**src/shared/rlt_pkg.sv**
```systemverilog
// Constants, register map and field layout of the reloadable 16-bit timer.
// Assumes a 40 MHz system clock that also serves as the main oscillator input.
// Contract
// Timer counts only while enable bit 7 is 1; enable resets to 0.
// Hardware sets overflow flag bit 6 on overflow; flag resets to 0.
// Width bit 5 set detects overflow out of 16 bits, cleared out of 8.
// Each overflow raises the flag and requests the shared timer interrupt.
// Clock select 000, 001, 010 gives oscillator divided by 32, 64, 128.
// Enable rising from 0 to 1 copies reload value into the counter.
// Every overflow reloads the counter with the 16-bit reload value.
// Count is visible as a low byte and a high byte register.
// Reload low byte feeds count low byte, reload high byte count high byte.
// Enabled counter increments per selected tick; codes 011 to 111 give none.
// Overflow flag stays set until software writes it 0.
package rlt_pkg;

    // ==========================================================
    // Clock and widths
    localparam int unsigned CLK_SYS_HZ = 40_000_000;
    localparam int unsigned CNT_W      = 16;
    localparam int unsigned BYTE_W     = 8;
    localparam int unsigned DATA_W     = 32;
    localparam int unsigned ADDR_W     = 10;
    localparam int unsigned IDX_W      = 8;

    // ==========================================================
    // Register indices; byte address is four times the index
    localparam logic [IDX_W-1:0] IDX_COUNT_LOW   = 8'h96;
    localparam logic [IDX_W-1:0] IDX_COUNT_HIGH  = 8'h97;
    localparam logic [IDX_W-1:0] IDX_CONTROL     = 8'h9D;
    localparam logic [IDX_W-1:0] IDX_RELOAD_LOW  = 8'h9E;
    localparam logic [IDX_W-1:0] IDX_RELOAD_HIGH = 8'h9F;

    // ==========================================================
    // Control fields
    localparam int unsigned BIT_ENABLE = 7;
    localparam int unsigned BIT_OVF    = 6;
    localparam int unsigned BIT_WIDTH  = 5;
    localparam int unsigned CSEL_LSB   = 0;
    localparam int unsigned CSEL_W     = 3;

    localparam logic [CSEL_W-1:0] CSEL_DIV32  = 3'h0;
    localparam logic [CSEL_W-1:0] CSEL_DIV64  = 3'h1;
    localparam logic [CSEL_W-1:0] CSEL_DIV128 = 3'h2;

    localparam int unsigned DIV32  = 32;
    localparam int unsigned DIV64  = 64;
    localparam int unsigned DIV128 = 128;

    // ==========================================================
    // Reset and fill values
    localparam logic [BYTE_W-1:0] RST_BYTE  = 8'h00;
    localparam logic [CNT_W-1:0]  RST_COUNT = 16'h0000;
    localparam logic [BYTE_W-1:0] BYTE_ONES = 8'hFF;
    localparam logic [CNT_W-1:0]  CNT_ONES  = 16'hFFFF;

endpackage

```
**src/rlt_count16.sv**
```systemverilog
// Sixteen-bit counter with reload, byte writes and overflow detection.
// Assumes one controller drives load, write and increment on the same clock.
`timescale 1ns/1ps
`default_nettype none
module rlt_count16
    import rlt_pkg::*;
(
    input  wire logic              clk_sys_in,
    input  wire logic              rst_in,
    input  wire logic              load_in,
    input  wire logic [CNT_W-1:0]  reload_in,
    input  wire logic              wr_low_in,
    input  wire logic              wr_high_in,
    input  wire logic [BYTE_W-1:0] wdata_in,
    input  wire logic              inc_in,
    input  wire logic              narrow_in,
    output logic [CNT_W-1:0]       count_out,
    output logic                   wrap_out
);
    // ==========================================================
    // Overflow detection
    always_comb begin
        if (narrow_in) begin
            wrap_out = inc_in && (count_out[BYTE_W-1:0] == BYTE_ONES);
        end else begin
            wrap_out = inc_in && (count_out == CNT_ONES);
        end
    end

    // Reload beats a software byte write that lands on the same edge
    always_ff @(posedge clk_sys_in) begin
        if (rst_in) begin
            count_out <= RST_COUNT;
        end else if (load_in || wrap_out) begin
            count_out <= reload_in;
        end else if (wr_low_in || wr_high_in) begin
            if (wr_low_in) begin
                count_out[BYTE_W-1:0] <= wdata_in;
            end
            if (wr_high_in) begin
                count_out[CNT_W-1:BYTE_W] <= wdata_in;
            end
        end else if (inc_in) begin
            count_out <= count_out + CNT_W'(1);
        end
    end
endmodule // rlt_count16
`default_nettype wire

```
**src/rlt_prescaler.sv**
```systemverilog
// Divider that turns the system clock into the counting tick.
// Assumes the select input comes from a register on the same clock.
`timescale 1ns/1ps
`default_nettype none
module rlt_prescaler
    import rlt_pkg::*;
#(
    parameter int unsigned DIV_W = 7
) (
    input  wire logic              clk_sys_in,
    input  wire logic              rst_in,
    input  wire logic              run_in,
    input  wire logic [CSEL_W-1:0] sel_in,
    output logic                   tick_out
);
    // ==========================================================
    // Parameter check
    if ((2 ** DIV_W) < DIV128) begin : g_bad_width
        $error("rlt_prescaler: DIV_W too narrow for largest divide");
    end

    logic [DIV_W-1:0] cnt;
    logic [DIV_W-1:0] term;
    logic             valid_sel;

    // ==========================================================
    // Terminal count per select code
    always_comb begin
        valid_sel = 1'b1;
        case (sel_in)
            CSEL_DIV32:  term = DIV_W'(DIV32 - 1);
            CSEL_DIV64:  term = DIV_W'(DIV64 - 1);
            CSEL_DIV128: term = DIV_W'(DIV128 - 1);
            default: begin
                term      = '0;
                valid_sel = 1'b0;
            end
        endcase
    end

    // Compare with >= so a shorter divide picked mid-count cannot hang
    always_ff @(posedge clk_sys_in) begin
        if (rst_in || !run_in || !valid_sel) begin
            cnt      <= '0;
            tick_out <= 1'b0;
        end else if (cnt >= term) begin
            cnt      <= '0;
            tick_out <= 1'b1;
        end else begin
            cnt      <= cnt + DIV_W'(1);
            tick_out <= 1'b0;
        end
    end
endmodule // rlt_prescaler
`default_nettype wire

```
**src/rlt_timer.sv**
```systemverilog
// Top of the reloadable 16-bit timer: APB slave, control state, assertions.
// Assumes an APB master on clk_sys_in and a consumer of the interrupt pulse.
`timescale 1ns/1ps
`default_nettype none
module rlt_timer
    import rlt_pkg::*;
(
    input  wire logic              clk_sys_in,
    input  wire logic              rst_in,
    input  wire logic              psel_in,
    input  wire logic              penable_in,
    input  wire logic              pwrite_in,
    input  wire logic [ADDR_W-1:0] paddr_in,
    input  wire logic [DATA_W-1:0] pwdata_in,
    input  wire logic [3:0]        pstrb_in,
    output logic [DATA_W-1:0]      prdata_out,
    output logic                   pready_out,
    output logic                   pslverr_out,
    output logic                   irq_req_out,
    output logic                   overflow_flag_out
);
    // ==========================================================
    // Control and reload state
    logic                   timer_enable_bit;
    logic                   overflow_flag;
    logic                   overflow_width_select;
    logic [CSEL_W-1:0]      count_clock_select;
    logic [BYTE_W-1:0]      reload_low_byte;
    logic [BYTE_W-1:0]      reload_high_byte;
    logic                   enable_prev;

    // ==========================================================
    // Datapath wires
    logic [CNT_W-1:0]       full_count_value;
    logic                   wrap;
    logic                   tick;
    logic                   start_load;
    logic                   inc;

    // ==========================================================
    // Bus decode
    logic                   setup_phase;
    logic                   access_done;
    logic                   wr_done;
    logic [IDX_W-1:0]       idx;
    logic                   aligned;
    logic                   hit;
    logic [DATA_W-1:0]      rd_word;
    logic                   lane0;
    logic                   wr_count_low;
    logic                   wr_count_high;
    logic                   wr_control;
    logic                   wr_reload_low;
    logic                   wr_reload_high;
    logic [BYTE_W-1:0]      wbyte;

    assign setup_phase = psel_in && !penable_in;
    assign access_done = psel_in && penable_in && pready_out;
    assign wr_done     = access_done && pwrite_in && !pslverr_out;
    assign idx         = paddr_in[ADDR_W-1:2];
    assign aligned     = (paddr_in[1:0] == 2'h0);
    assign lane0       = pstrb_in[0];
    assign wbyte       = pwdata_in[BYTE_W-1:0];

    assign wr_count_low   = wr_done && lane0 && (idx == IDX_COUNT_LOW);
    assign wr_count_high  = wr_done && lane0 && (idx == IDX_COUNT_HIGH);
    assign wr_control     = wr_done && lane0 && (idx == IDX_CONTROL);
    assign wr_reload_low  = wr_done && lane0 && (idx == IDX_RELOAD_LOW);
    assign wr_reload_high = wr_done && lane0 && (idx == IDX_RELOAD_HIGH);

    // Read mux; reserved control bits 4:3 and upper lanes read zero
    always_comb begin
        rd_word = '0;
        hit     = aligned;
        case (idx)
            IDX_COUNT_LOW:   rd_word[BYTE_W-1:0] = full_count_value[BYTE_W-1:0];
            IDX_COUNT_HIGH:  rd_word[BYTE_W-1:0] = full_count_value[CNT_W-1:BYTE_W];
            IDX_CONTROL: begin
                rd_word[BIT_ENABLE]                   = timer_enable_bit;
                rd_word[BIT_OVF]                      = overflow_flag;
                rd_word[BIT_WIDTH]                    = overflow_width_select;
                rd_word[CSEL_LSB+CSEL_W-1:CSEL_LSB]   = count_clock_select;
            end
            IDX_RELOAD_LOW:  rd_word[BYTE_W-1:0] = reload_low_byte;
            IDX_RELOAD_HIGH: rd_word[BYTE_W-1:0] = reload_high_byte;
            default:         hit = 1'b0;
        endcase
    end

    // ==========================================================
    // APB answer: data captured at setup, ready in the first access cycle
    // Read data is a snapshot one cycle before completion, traded for registered outputs
    always_ff @(posedge clk_sys_in) begin
        if (rst_in) begin
            pready_out  <= 1'b0;
            prdata_out  <= '0;
            pslverr_out <= 1'b0;
        end else begin
            pready_out  <= setup_phase;
            if (setup_phase) begin
                prdata_out  <= pwrite_in ? '0 : rd_word;
                pslverr_out <= !hit;
            end else if (access_done) begin
                prdata_out  <= '0;
                pslverr_out <= 1'b0;
            end
        end
    end

    // ==========================================================
    // Control register
    always_ff @(posedge clk_sys_in) begin
        if (rst_in) begin
            timer_enable_bit      <= 1'b0;
            overflow_width_select <= 1'b0;
            count_clock_select    <= CSEL_DIV32;
        end else if (wr_control) begin
            timer_enable_bit      <= pwdata_in[BIT_ENABLE];
            overflow_width_select <= pwdata_in[BIT_WIDTH];
            count_clock_select    <= pwdata_in[CSEL_LSB+CSEL_W-1:CSEL_LSB];
        end
    end

    // Overflow flag: hardware set beats a software clear on the same edge
    always_ff @(posedge clk_sys_in) begin
        if (rst_in) begin
            overflow_flag <= 1'b0;
        end else if (wrap) begin
            overflow_flag <= 1'b1;
        end else if (wr_control && !pwdata_in[BIT_OVF]) begin
            overflow_flag <= 1'b0;
        end
    end

    // Reload value registers
    always_ff @(posedge clk_sys_in) begin
        if (rst_in) begin
            reload_low_byte  <= RST_BYTE;
            reload_high_byte <= RST_BYTE;
        end else begin
            if (wr_reload_low) begin
                reload_low_byte <= wbyte;
            end
            if (wr_reload_high) begin
                reload_high_byte <= wbyte;
            end
        end
    end

    // ==========================================================
    // Enable edge and interrupt pulse
    always_ff @(posedge clk_sys_in) begin
        if (rst_in) begin
            enable_prev <= 1'b0;
        end else begin
            enable_prev <= timer_enable_bit;
        end
    end

    assign start_load = timer_enable_bit && !enable_prev;
    assign inc        = tick && timer_enable_bit;

    always_ff @(posedge clk_sys_in) begin
        if (rst_in) begin
            irq_req_out       <= 1'b0;
            overflow_flag_out <= 1'b0;
        end else begin
            irq_req_out       <= wrap;
            overflow_flag_out <= wrap || (overflow_flag && !(wr_control && !pwdata_in[BIT_OVF]));
        end
    end

    // ==========================================================
    // Datapath
    rlt_prescaler #(
        .DIV_W      (7)
    ) u_prescaler (
        .clk_sys_in (clk_sys_in),
        .rst_in     (rst_in),
        .run_in     (timer_enable_bit),
        .sel_in     (count_clock_select),
        .tick_out   (tick)
    );

    rlt_count16 u_count (
        .clk_sys_in (clk_sys_in),
        .rst_in     (rst_in),
        .load_in    (start_load),
        .reload_in  ({reload_high_byte, reload_low_byte}),
        .wr_low_in  (wr_count_low),
        .wr_high_in (wr_count_high),
        .wdata_in   (wbyte),
        .inc_in     (inc),
        .narrow_in  (!overflow_width_select),
        .count_out  (full_count_value),
        .wrap_out   (wrap)
    );

    // ==========================================================
    // Helper: cycles since the last tick, valid only across an undisturbed gap
    logic [7:0]        gap;
    logic              gap_valid;
    logic [CSEL_W-1:0] sel_seen;

    always_ff @(posedge clk_sys_in) begin
        if (rst_in || !timer_enable_bit) begin
            gap       <= '0;
            gap_valid <= 1'b0;
            sel_seen  <= CSEL_DIV32;
        end else if (count_clock_select != sel_seen) begin
            gap       <= '0;
            gap_valid <= 1'b0;
            sel_seen  <= count_clock_select;
        end else if (tick) begin
            gap       <= 8'h01;
            gap_valid <= 1'b1;
        end else if (gap != 8'hFF) begin
            gap       <= gap + 8'h01;
        end
    end

    function automatic logic [7:0] div_of(input logic [CSEL_W-1:0] s);
        case (s)
            CSEL_DIV32:  div_of = 8'(DIV32);
            CSEL_DIV64:  div_of = 8'(DIV64);
            CSEL_DIV128: div_of = 8'(DIV128);
            default:     div_of = 8'h00;
        endcase
    endfunction
endmodule // rlt_timer
`default_nettype wire

```
**config.mk**
```make
export PLATFORM = sky130hd
export DESIGN_NAME = rlt_timer
export DESIGN_NICKNAME = d
export VERILOG_FILES = /design/src/shared/rlt_pkg.sv /design/src/rlt_count16.sv /design/src/rlt_prescaler.sv /design/src/rlt_timer.sv
export SDC_FILE = /design/constraint.sdc
export NUM_CORES = 1
export LEC_CHECK = 0
export BUFFER_PORTS_ARGS = -buffer_cell sky130_fd_sc_hd__buf_2
export CORE_MARGIN = 2
export CORE_UTILIZATION = 42
export DETAILED_ROUTE_END_ITERATION = 10
export GPL_ROUTABILITY_DRIVEN = 0
export GPL_TIMING_DRIVEN = 1
export PLACE_DENSITY = 0.68
export SLEW_MARGIN = 0
export SYNTH_ARGS = -nofsm -noshare
export SYNTH_HDL_FRONTEND = slang
export SYNTH_SLANG_ARGS = --single-unit
```
**constraint.sdc**
```tcl
create_clock -name clk_sys_in -period 1.8 [get_ports clk_sys_in]
set_input_delay 0.36 -clock clk_sys_in [delete_from_list [all_inputs] [get_ports clk_sys_in]]
set_output_delay 0.36 -clock clk_sys_in [all_outputs]
set_load 0.005 [all_outputs]
```
# Word-level counts from Yosys, hierarchy flattened

Cells that the tools add are included.

Logic and storage cells: 90
Register bits after elaboration: 83
Input port bits: 51
Output and inout bits: 36

$lt $le $gt $ge: 1
Eq/ne operators: 11
Reductions and logical operators: 40
Add/subtract/negate cells: 2
Muxes and demuxes: 20

Operators by type and width:

| kind                  | count |
|---|---|
| $mux 32               | 2 |
| $eq 8x8->1 const B    | 6 |
| $mux 16               | 3 |
| $pmux 3 s5            | 2 |
| $mux 8                | 3 |
| $pmux 7 s3            | 1 |
| $logic_and 1x1->1     | 17 |
| $add 16x1->16 const B | 1 |
| $eq 16x16->1 const B  | 1 |
| $logic_not 1->1       | 8 |
| $mux 1                | 8 |
| $pmux 2 s4            | 1 |
| $add 7x1->7 const B   | 1 |
| $ge 7x7->1            | 1 |
| $ne 3x1->1 const B    | 2 |
| $logic_or 1x1->1      | 5 |
| $reduce_or 5->1       | 1 |
| $reduce_and 2->1      | 2 |
| $reduce_bool 2->1     | 2 |
| $eq 3x1->1 const B    | 1 |
| $eq 3x2->1 const B    | 1 |
| $logic_not 3->1       | 1 |
| $reduce_bool 3->1     | 1 |
| $reduce_or 3->1       | 1 |
| 2 further kinds       | 2 |

# Longest topological paths before layout

Gate-level depths: netlist of run 1.

Depth after elaboration: 10
Mapped depth: 9

# Cells and area by module

Synthesis of run 1 repeated with hierarchy kept, for this count alone.

Cells, all modules: 406
Area total of the unflattened synthesis: 3598.5 um^2

By module, submodules not included:

| module        | instances | area each (um^2) | seq. area each (um^2) | cells an instance |
|---|---|---|---|---|
| rlt_timer     | 1         | 1948.1           | 700.7                 | 202 |
| rlt_count16   | 1         | 1154.9           | 320.3                 | 153 |
| rlt_prescaler | 1         | 495.5            | 160.2                 | 51 |

# Worst setup path after synthesis of run 1

No wires, ideal clock.

Path type: register -> register
Start point: register u_count.count_out[0]
End point: register u_count.count_out[12]
Stages on the path, launching flop included: 10
Slack: -0.050 ns
Period minus slack after synthesis: 1.850 ns
Library setup time: 0.079 ns
Data required time: 1.721 ns
Data arrival time: 1.771 ns
Path through: dfxtp_1 ha_1 nand3_1 nor2_2 a31o_1 buf_6 buf_8 nand2_1 o31a_1 a211oi_2

Cells in the longest elaborated chain, start to end: 6
Elaborated cells on any way between the ends: 13
Classes of those cells: 1 x add/sub; 3 x eq/ne; 4 x mux; 5 x reduce/logical

RTL lines:

| element                                               | line              | source |
|---|---|---|
| from (decl)                                           | rlt_count16.sv:17 | `output logic [CNT_W-1:0] count_out,` |
| from (signal assigned)                                | rlt_count16.sv:35 | `count_out <= reload_in;` |
| from (signal, indexed assignment)                     | rlt_count16.sv:38 | `count_out[BYTE_W-1:0] <= wdata_in;` |
| from (signal, indexed assignment)                     | rlt_count16.sv:41 | `count_out[CNT_W-1:BYTE_W] <= wdata_in;` |
| branches (longest 6 deep; another with $add 16x1->16) | -                 |  |

Several ways; the timed one is not identified. The select of a mux whose other input is x is not followed.
A chain may end at the register's enable or synchronous reset.

# Worst setup path after layout of run 1

Start point: register count_clock_select[2]
End point: register u_prescaler.cnt[6]

Cells in the longest elaborated chain, start to end: 6
Elaborated cells on any way between the ends: 10
Classes of those cells: 1 x order compare; 2 x eq/ne; 2 x mux; 5 x reduce/logical

RTL lines:

| element                                            | line                | source |
|---|---|---|
| from (decl)                                        | rlt_timer.sv:27     | `logic [CSEL_W-1:0] count_clock_select;` |
| from (signal assigned)                             | rlt_timer.sv:120    | `count_clock_select <= pwdata_in[CSEL_LSB+CSEL_W-1:CSEL_LSB];` |
| branches (longest 5 deep; another with $ge 7x7->1) | -                   |  |
| $reduce_or 2->1 (no source line) (*)               | -                   |  |
| to (signal assigned)                               | rlt_prescaler.sv:50 | `cnt <= cnt + DIV_W'(1);` |
| to (decl)                                          | rlt_prescaler.sv:22 | `logic [DIV_W-1:0] cnt;` |

Mark *: on every way between the ends.

==> run_results.csv, run 1 <==
group,metric,value,unit
synthesis,yosysSeqAreaShare,0.336,
placed_design,placed_cell_area,4070,um^2
cells_and_area,layout.nets,563,
placed_design,port_buffers,35,
detailed_routing,drt_iter0_drc,283,
placed_design,dp.cells,590,
cells_and_area,diodes,0,
timing,hold_violations,0,
synthesis,syn_area_per_cell,8.32,um^2
detailed_routing,firstDrtPassIters,7,
clock_tree,root_buffer,"clkbuf_8",
synthesis,synth_top_area_frac,0.336,
pwr,power,2.65,mW
timing,finalSetupViolations,2,
global_route,grt_max_degree,39,
timing,tightest_slew,836,ps
synthesis,yosysWarnings,0,
timing,rsz0062_at_grt,"yes",
global_route,grt_overflow,0,
cells_and_area,multi_input_area,2200,um^2
timing,timing.final.crit_period,1810,ps
synthesis,synth.most_common_cell,"dfxtp_1",
clock_tree,holdBufCountCts,0,
synthesis,synthTopCellsByArea,"dfxtp_1 34%, a21oi_1 5.7%, buf_4 5.6%, nor2_1 4.5%, nand2_1 4.1%",
global_route,grt_usage,0.220,
clock_tree,htree_levels,3,
global_route,grt_pass1_vias,3181,
die,start_util,0.429,
cells_and_area,fin_cells,613,
run_status,violations,"setup timing",
detailed_routing,drt_wl_total,9800,um
clock_tree,clkTransAtPathRegs,70,ps
synthesis,ys_async_sr_fraction,0,
die,num_rows,33,
cells_and_area,regArea,1190,um^2
clock_tree,cts_buffer_depth,2,
synthesis,postSynthCellCount,422,
synthesis,synth_top_area_cell,"dfxtp_1",
synthesis,synth_ff_type,"dfxtp_1",
pwr,vdd_drop_max,0.326,mV
die,pin_count,87,
die,fp.dieW,95.4,um
timing,hold_slack,254,ps
detailed_routing,drc,0,
detailed_routing,viasPerCell,5.64,
pwr,power_density,587,nW/um^2
clock_tree,numCtsBuffers,9,
synthesis,synth_edf_count,0,
timing,fin_tns_setup,-25.1,ps
cells_and_area,fillCellCount,755,
worst_setup_path,worstSetupPathType,"reg -> reg",
clock_tree,cts_tree,"done",
placed_design,post-place-ws,-194,ps
die,dieArea,9110,um^2
cells_and_area,fin_area,4510,um^2
synthesis,syn-cell-area,3510,um^2
global_route,grt_pass1_wl,15200,um
timing,worst_slack,-14.3,ps
worst_setup_path,critPathRequiredTime,2090,ps
detailed_routing,post_drt_wl_per_cell,16.0,um
placed_design,place_hpwl,7000,um
pwr,leakage,1.80,nW
clock_tree,worstSkewPairLatency,360,ps
timing,drv_slew,0,
cells_and_area,area_growth,28.5,%
synthesis,yosys-top-cells-count,"59 x dfxtp_1, 42 x nor2_1, 40 x a21oi_1",
worst_hold_path,hold_class,"in -> reg",
timing,fmax,0.551,GHz
die,design.core.area,8180,um^2
worst_setup_path,worst_setup_path_end_kind,"flop",
worst_setup_path,cp.arrival,2110,ps
worst_setup_path,start_kind,"flop",
die,dieHeight,95.4,um
cells_and_area,drive_gt1_frac,0.309,
synthesis,synth-seq-cells,59,
detailed_routing,vias,3460,
run_status,status,"finished, violations left",
timing,max_slew_margin,0.436,
detailed_routing,ant_nets,0,
timing,min_period_over_period,1.01,
synthesis,synth.distinct_cells,59,
run,max_cap_viol_count,0,
global_route,antenna_found_initial,0,
clock_tree,cts_sinks,59,
timing,clock-skew-final,11.8,ps
cells_and_area,utilization,0.552,
worst_setup_path,cp_max_fo,7,
## power by group
group	switching (mW)	internal, mW
sequential	0.00147	1.31
combinational	0.0740	0.0459
clock	0.545	0.675
## cells in the final DEF (no fill, tap or decap), types with 6 or more instances in the layout
cell type / netlist / layout
buf_4: 26 / 54
dfxtp_1: 59 / 50
nor2_1: 42 / 39
a21oi_1: 40 / 39
nand2_1: 38 / 38
buf_2: 11 / 35
nand3_1: 27 / 25
conb_1: 1 / 24
o21ai_0: 12 / 11
xnor2_1: 11 / 11
a211oi_1: 15 / 10
clkbuf_8: 0 / 10
a21o_1: 9 / 9
dfxtp_2: 0 / 9
inv_1: 8 / 8
mux2i_1: 8 / 7
a211oi_2: 2 / 7
and3_1: 6 / 6
a31oi_1: 6 / 6
a222oi_1: 6 / 6
a22oi_1: 6 / 6
ha_1: 9 / 6
buf_12: 0 / 6
## per-layer routing
layer / up-vias / track usage / wire [um] / share of wire
met2: 147 / 0.387 / 4920 / 0.50
li1: 1651 / - / - / -
met4: 0 / 0.0929 / 249 / 0.025
met3: 19 / 0.0514 / 675 / 0.069
met1: 1643 / 0.255 / 3960 / 0.40
met5: - / 0 / 0 / 0
## logic make-up (layout without fill, tap and decap cells)
group                    Yosys count  in the layout  synth area share
AO/OA/AOI/OAI                    117            117             0.234
XOR/XNOR                          16             16            0.0399
adder cells (fa/ha/maj)            9              9            0.0321
buffers and inverters             60            123             0.108
flip-flops                        59             59             0.336
multiplexers                      10             10            0.0292
other                              1             24           0.00107
AND/OR/NAND/NOR                  150            150             0.220
## timing repair
action / in CTS / in global routing
pin swaps: 9 / 10
buffers inserted: 3 / 3
cloned: 0 / 1
hold endpoints to repair: 0 / 0
endpoints found under the setup margin: 14 / 22
resized for setup: 13 / 27
## registers in the layout, summed over array words and instances (netlist names)
name and cells:
u_count.count_out 16, prdata_out 8, reload_high_byte 8, reload_low_byte 8
u_prescaler.cnt 7, count_clock_select 3, enable_prev 1, irq_req_out 1
overflow_flag 1, overflow_flag_out 1, overflow_width_select 1, pready_out 1
pslverr_out 1, timer_enable_bit 1, u_prescaler.tick_out 1
## worst max-delay path, stage by stage (launching register included)
cell and delay (ps):
dfxtp_1 340, buf_4 150, or3b_2 480, ha_4 250
a211oi_2 180, o21ai_1 90, buf_4 160, nor2_1 90
## area by class of cell
type | count | area share
Clock buffer | 12 | 0.0322
Clock inverter | 4 | 0.0111
Inverter | 8 | 0.00665
Multi-Input combinational cell | 326 | 0.488
Sequential cell | 59 | 0.264
Tap cell | 105 | 0.0291
Timing Repair Buffer | 99 | 0.169
## worst paths after layout
path / slack (ps) / end / startpoint / cells after the start
worst max-delay path: -10 / u_prescaler.cnt[6] / count_clock_select[2] / 7
worst max register to register: -10 / u_prescaler.cnt[6] / count_clock_select[2] / 7
worst min register to register: 450 / prdata_out[3] / prdata_out[3] / 2
worst min-delay path: 250 / irq_req_out / rst_in / 2
No activity file was read; power rests on OpenSTA's default activity.
==> run 2: changes to the inputs <==
Settings changed: CELL_PAD_IN_SITES_DETAIL_PLACEMENT from default to 1, CELL_PAD_IN_SITES_GLOBAL_PLACEMENT from default to 1, CORE_UTILIZATION 42 to 35, PLACE_DENSITY 0.68 to default, PLACE_DENSITY_LB_ADDON from default to 0.1.
==> run 2 against run 1 <==
Net effect: largest cell class unchanged; clock skew grew 4.0 ps; sequential cell count unchanged; final area up 8.7%; the flow still finishes with violations (setup timing); hold slack got worse by 17 ps; highest routed layer unchanged; setup slack got worse by 46 ps.
==> run_results.csv, run 2 (synthesized netlist as in run 1, its figures left out) <==
group,metric,value,unit
global_route,grt_pass1_wl,18100,um
timing,finalSetupViolations,10,
worst_setup_path,r2r-end,"u_count.count_out[1]",
timing,timing.final.crit_period,1860,ps
worst_setup_path,path_common_cell,"nand3_4",
worst_hold_path,min_path_cells,2,
run_status,violations,"setup timing",
clock_tree,cts_sinks,59,
placed_design,place_hpwl,8230,um
pwr,power_density,549,nW/um^2
cells_and_area,area_growth,39.8,%
global_route,antenna_found_initial,0,
cells_and_area,diodes,0,
worst_setup_path,cp_cell_sequence,"ha_4 -> nand3_4 -> nor2_4 -> nand3_4 -> a41oi_4 -> buf_12 -> mux2i_1 -> nor2_1",
worst_hold_path,hold_class,"in -> reg",
detailed_routing,post_drt_wl_per_cell,18.4,um
timing,fmax,0.538,GHz
clock_tree,htree_levels,3,
run,max_cap_viol_count,0,
worst_setup_path,slowest_stage,"dfxtp_2",
clock_tree,clkTransAtPathRegs,80,ps
clock_tree,holdBufCountCts,0,
die,dieHeight,104,um
worst_setup_path,cp_max_fo,7,
pwr,p_int,1.99,mW
timing,max_slew_margin,0.505,
worst_hold_path,timing.hold.worst_endpoint,"pslverr_out",
pwr,seqPwrFrac,0.484,
worst_setup_path,reg2reg_from,"u_count.count_out[0]",
clock_tree,cts_tree,"done",
global_route,grt_overflow,0,
timing,worst_slack,-60.2,ps
placed_design,dp.cells,632,
pwr,pwr-share-comb,0.049,
pwr,leakage,1.95,nW
pwr,switching_share,0.260,
timing,rsz0062_at_grt,"yes",
clock_tree,numCtsBuffers,9,
placed_design,post-place-ws,-323,ps
worst_hold_path,min_from,"rst_in",
global_route,grt_usage,0.210,
timing,fin_tns_setup,-297,ps
pwr,vdd_drop_max,0.264,mV
timing,hold_violations,0,
die,design.core.area,9770,um^2
cells_and_area,fillCellCount,1171,
timing,clock-skew-final,15.8,ps
detailed_routing,ant_nets,0,
detailed_routing,drt_iter0_drc,137,
die,num_rows,36,
clock_tree,cts_buffer_depth,2,
timing,min_period_over_period,1.03,
cells_and_area,layout_common_cells,"71 x buf_4, 43 x dfxtp_1, 38 x nand2_1",
timing,hold_slack,237,ps
cells_and_area,final_common_cell,"buf_4",
worst_setup_path,critPathRequiredTime,2010,ps
die,start_util,0.359,
detailed_routing,drc,0,
worst_setup_path,worstSetupPathType,"reg -> reg",
cells_and_area,fin_cells,665,
worst_setup_path,start_kind,"flop",
detailed_routing,vias,3554,
worst_setup_path,cp.arrival,2070,ps
run_status,status,"finished, violations left",
die,fp.dieW,104,um
timing,tightest_slew,735,ps
worst_setup_path,crit_family,"simple AND/OR/NAND/NOR gates",
clock_tree,root_buffer,"clkbuf_8",
detailed_routing,firstDrtPassIters,6,
detailed_routing,viasPerCell,5.34,
die,pin_count,87,
cells_and_area,top_register,"u_count.count_out",
timing,drv_slew,0,
placed_design,port_buffers,35,
worst_setup_path,slowest_delay,360,ps
cells_and_area,utilization,0.502,
pwr,p_clk_frac,0.467,
die,dieArea,10800,um^2
worst_setup_path,critPathBufInv,1,
cells_and_area,layout.nets,587,
worst_setup_path,ff2ff_path_depth,8,
cells_and_area,drive_gt1_frac,0.395,
worst_setup_path,worst_setup_path_end_kind,"flop",
worst_setup_path,r2r_slack,-60,ps
pwr,switchingPower,0.701,mW
cells_and_area,largest_register_ffs,16,
global_route,grt_max_degree,41,
clock_tree,worstSkewPairLatency,350,ps
detailed_routing,drt_wl_total,12200,um
global_route,grt_pass1_vias,3535,
## run 2: changes by cell type in the layout (fill, tap and decap cells not counted), moves of 3 or more
cell / before / now
a211oi_2: 7 / 10
ha_4: 3 / 6
buf_4: 54 / 71
dfxtp_2: 9 / 14
dfxtp_1: 50 / 43
ha_1: 6 / 2
a21oi_2: 0 / 3
a211oi_1: 10 / 5
buf_6: 2 / 10
## run 2: worst max path at each step
stage / start / end / slack [ps] / depth (start not counted)
finish: u_count.count_out[0] / u_count.count_out[1] / -60 / 8
global route: u_count.count_out[0] / u_count.count_out[1] / -130 / 8
CTS: pslverr_out / u_count.count_out[13] / -10 / 6
detailed placement: paddr_in[8] / prdata_out[6] / -320 / 8
global placement: paddr_in[8] / prdata_out[6] / -260 / 8
floorplan: u_count.count_out[0] / u_count.count_out[11] / 3 / 8
## run 2: final cells by class
cell class                 instances  area (um^2)  area share
clock buffer                      10          128      0.0260
sequential                        59         1210       0.246
multi-input combinational        326         2340       0.477
timing repair buffer             123          971       0.198
clock inverter                     6         66.3      0.0135
tap                              133          166      0.0339
inverter                           8         30.0     0.00612
## run 2: stage by stage
stage	instance area [um^2]	power (mW)
floorplan	3600	1.43
global placement	4190	1.46
detailed placement	4190	1.47
CTS	4520	2.69
global route	4910	2.79
finish	4910	2.69
## run 2: what timing repair did
item / in CTS / in global routing
gates resized for setup: 23 / 57
setup buffers: 2 / 12
setup endpoints to repair: 21 / 23
pin swaps: 18 / 17
cloned: 0 / 3
## run 2: per-layer routing
metal / vias up / track usage / routed length, um
met4: 0 / 0.0608 / 284
li1: 1689 / - / -
met2: 107 / 0.380 / 6240
met5: - / 0 / 0
met3: 23 / 0.0320 / 528
met1: 1735 / 0.258 / 5160
## run 2: power by group through the flow
stage	logic (mW)	clock network, mW	registers [mW]
2_1_floorplan	0.0897	0	1.34
3_3_place_gp	0.125	0	1.34
3_5_place_dp	0.127	0	1.34
4_1_cts	0.128	1.25	1.31
5_1_grt	0.143	1.35	1.30
6_report	0.131	1.26	1.30
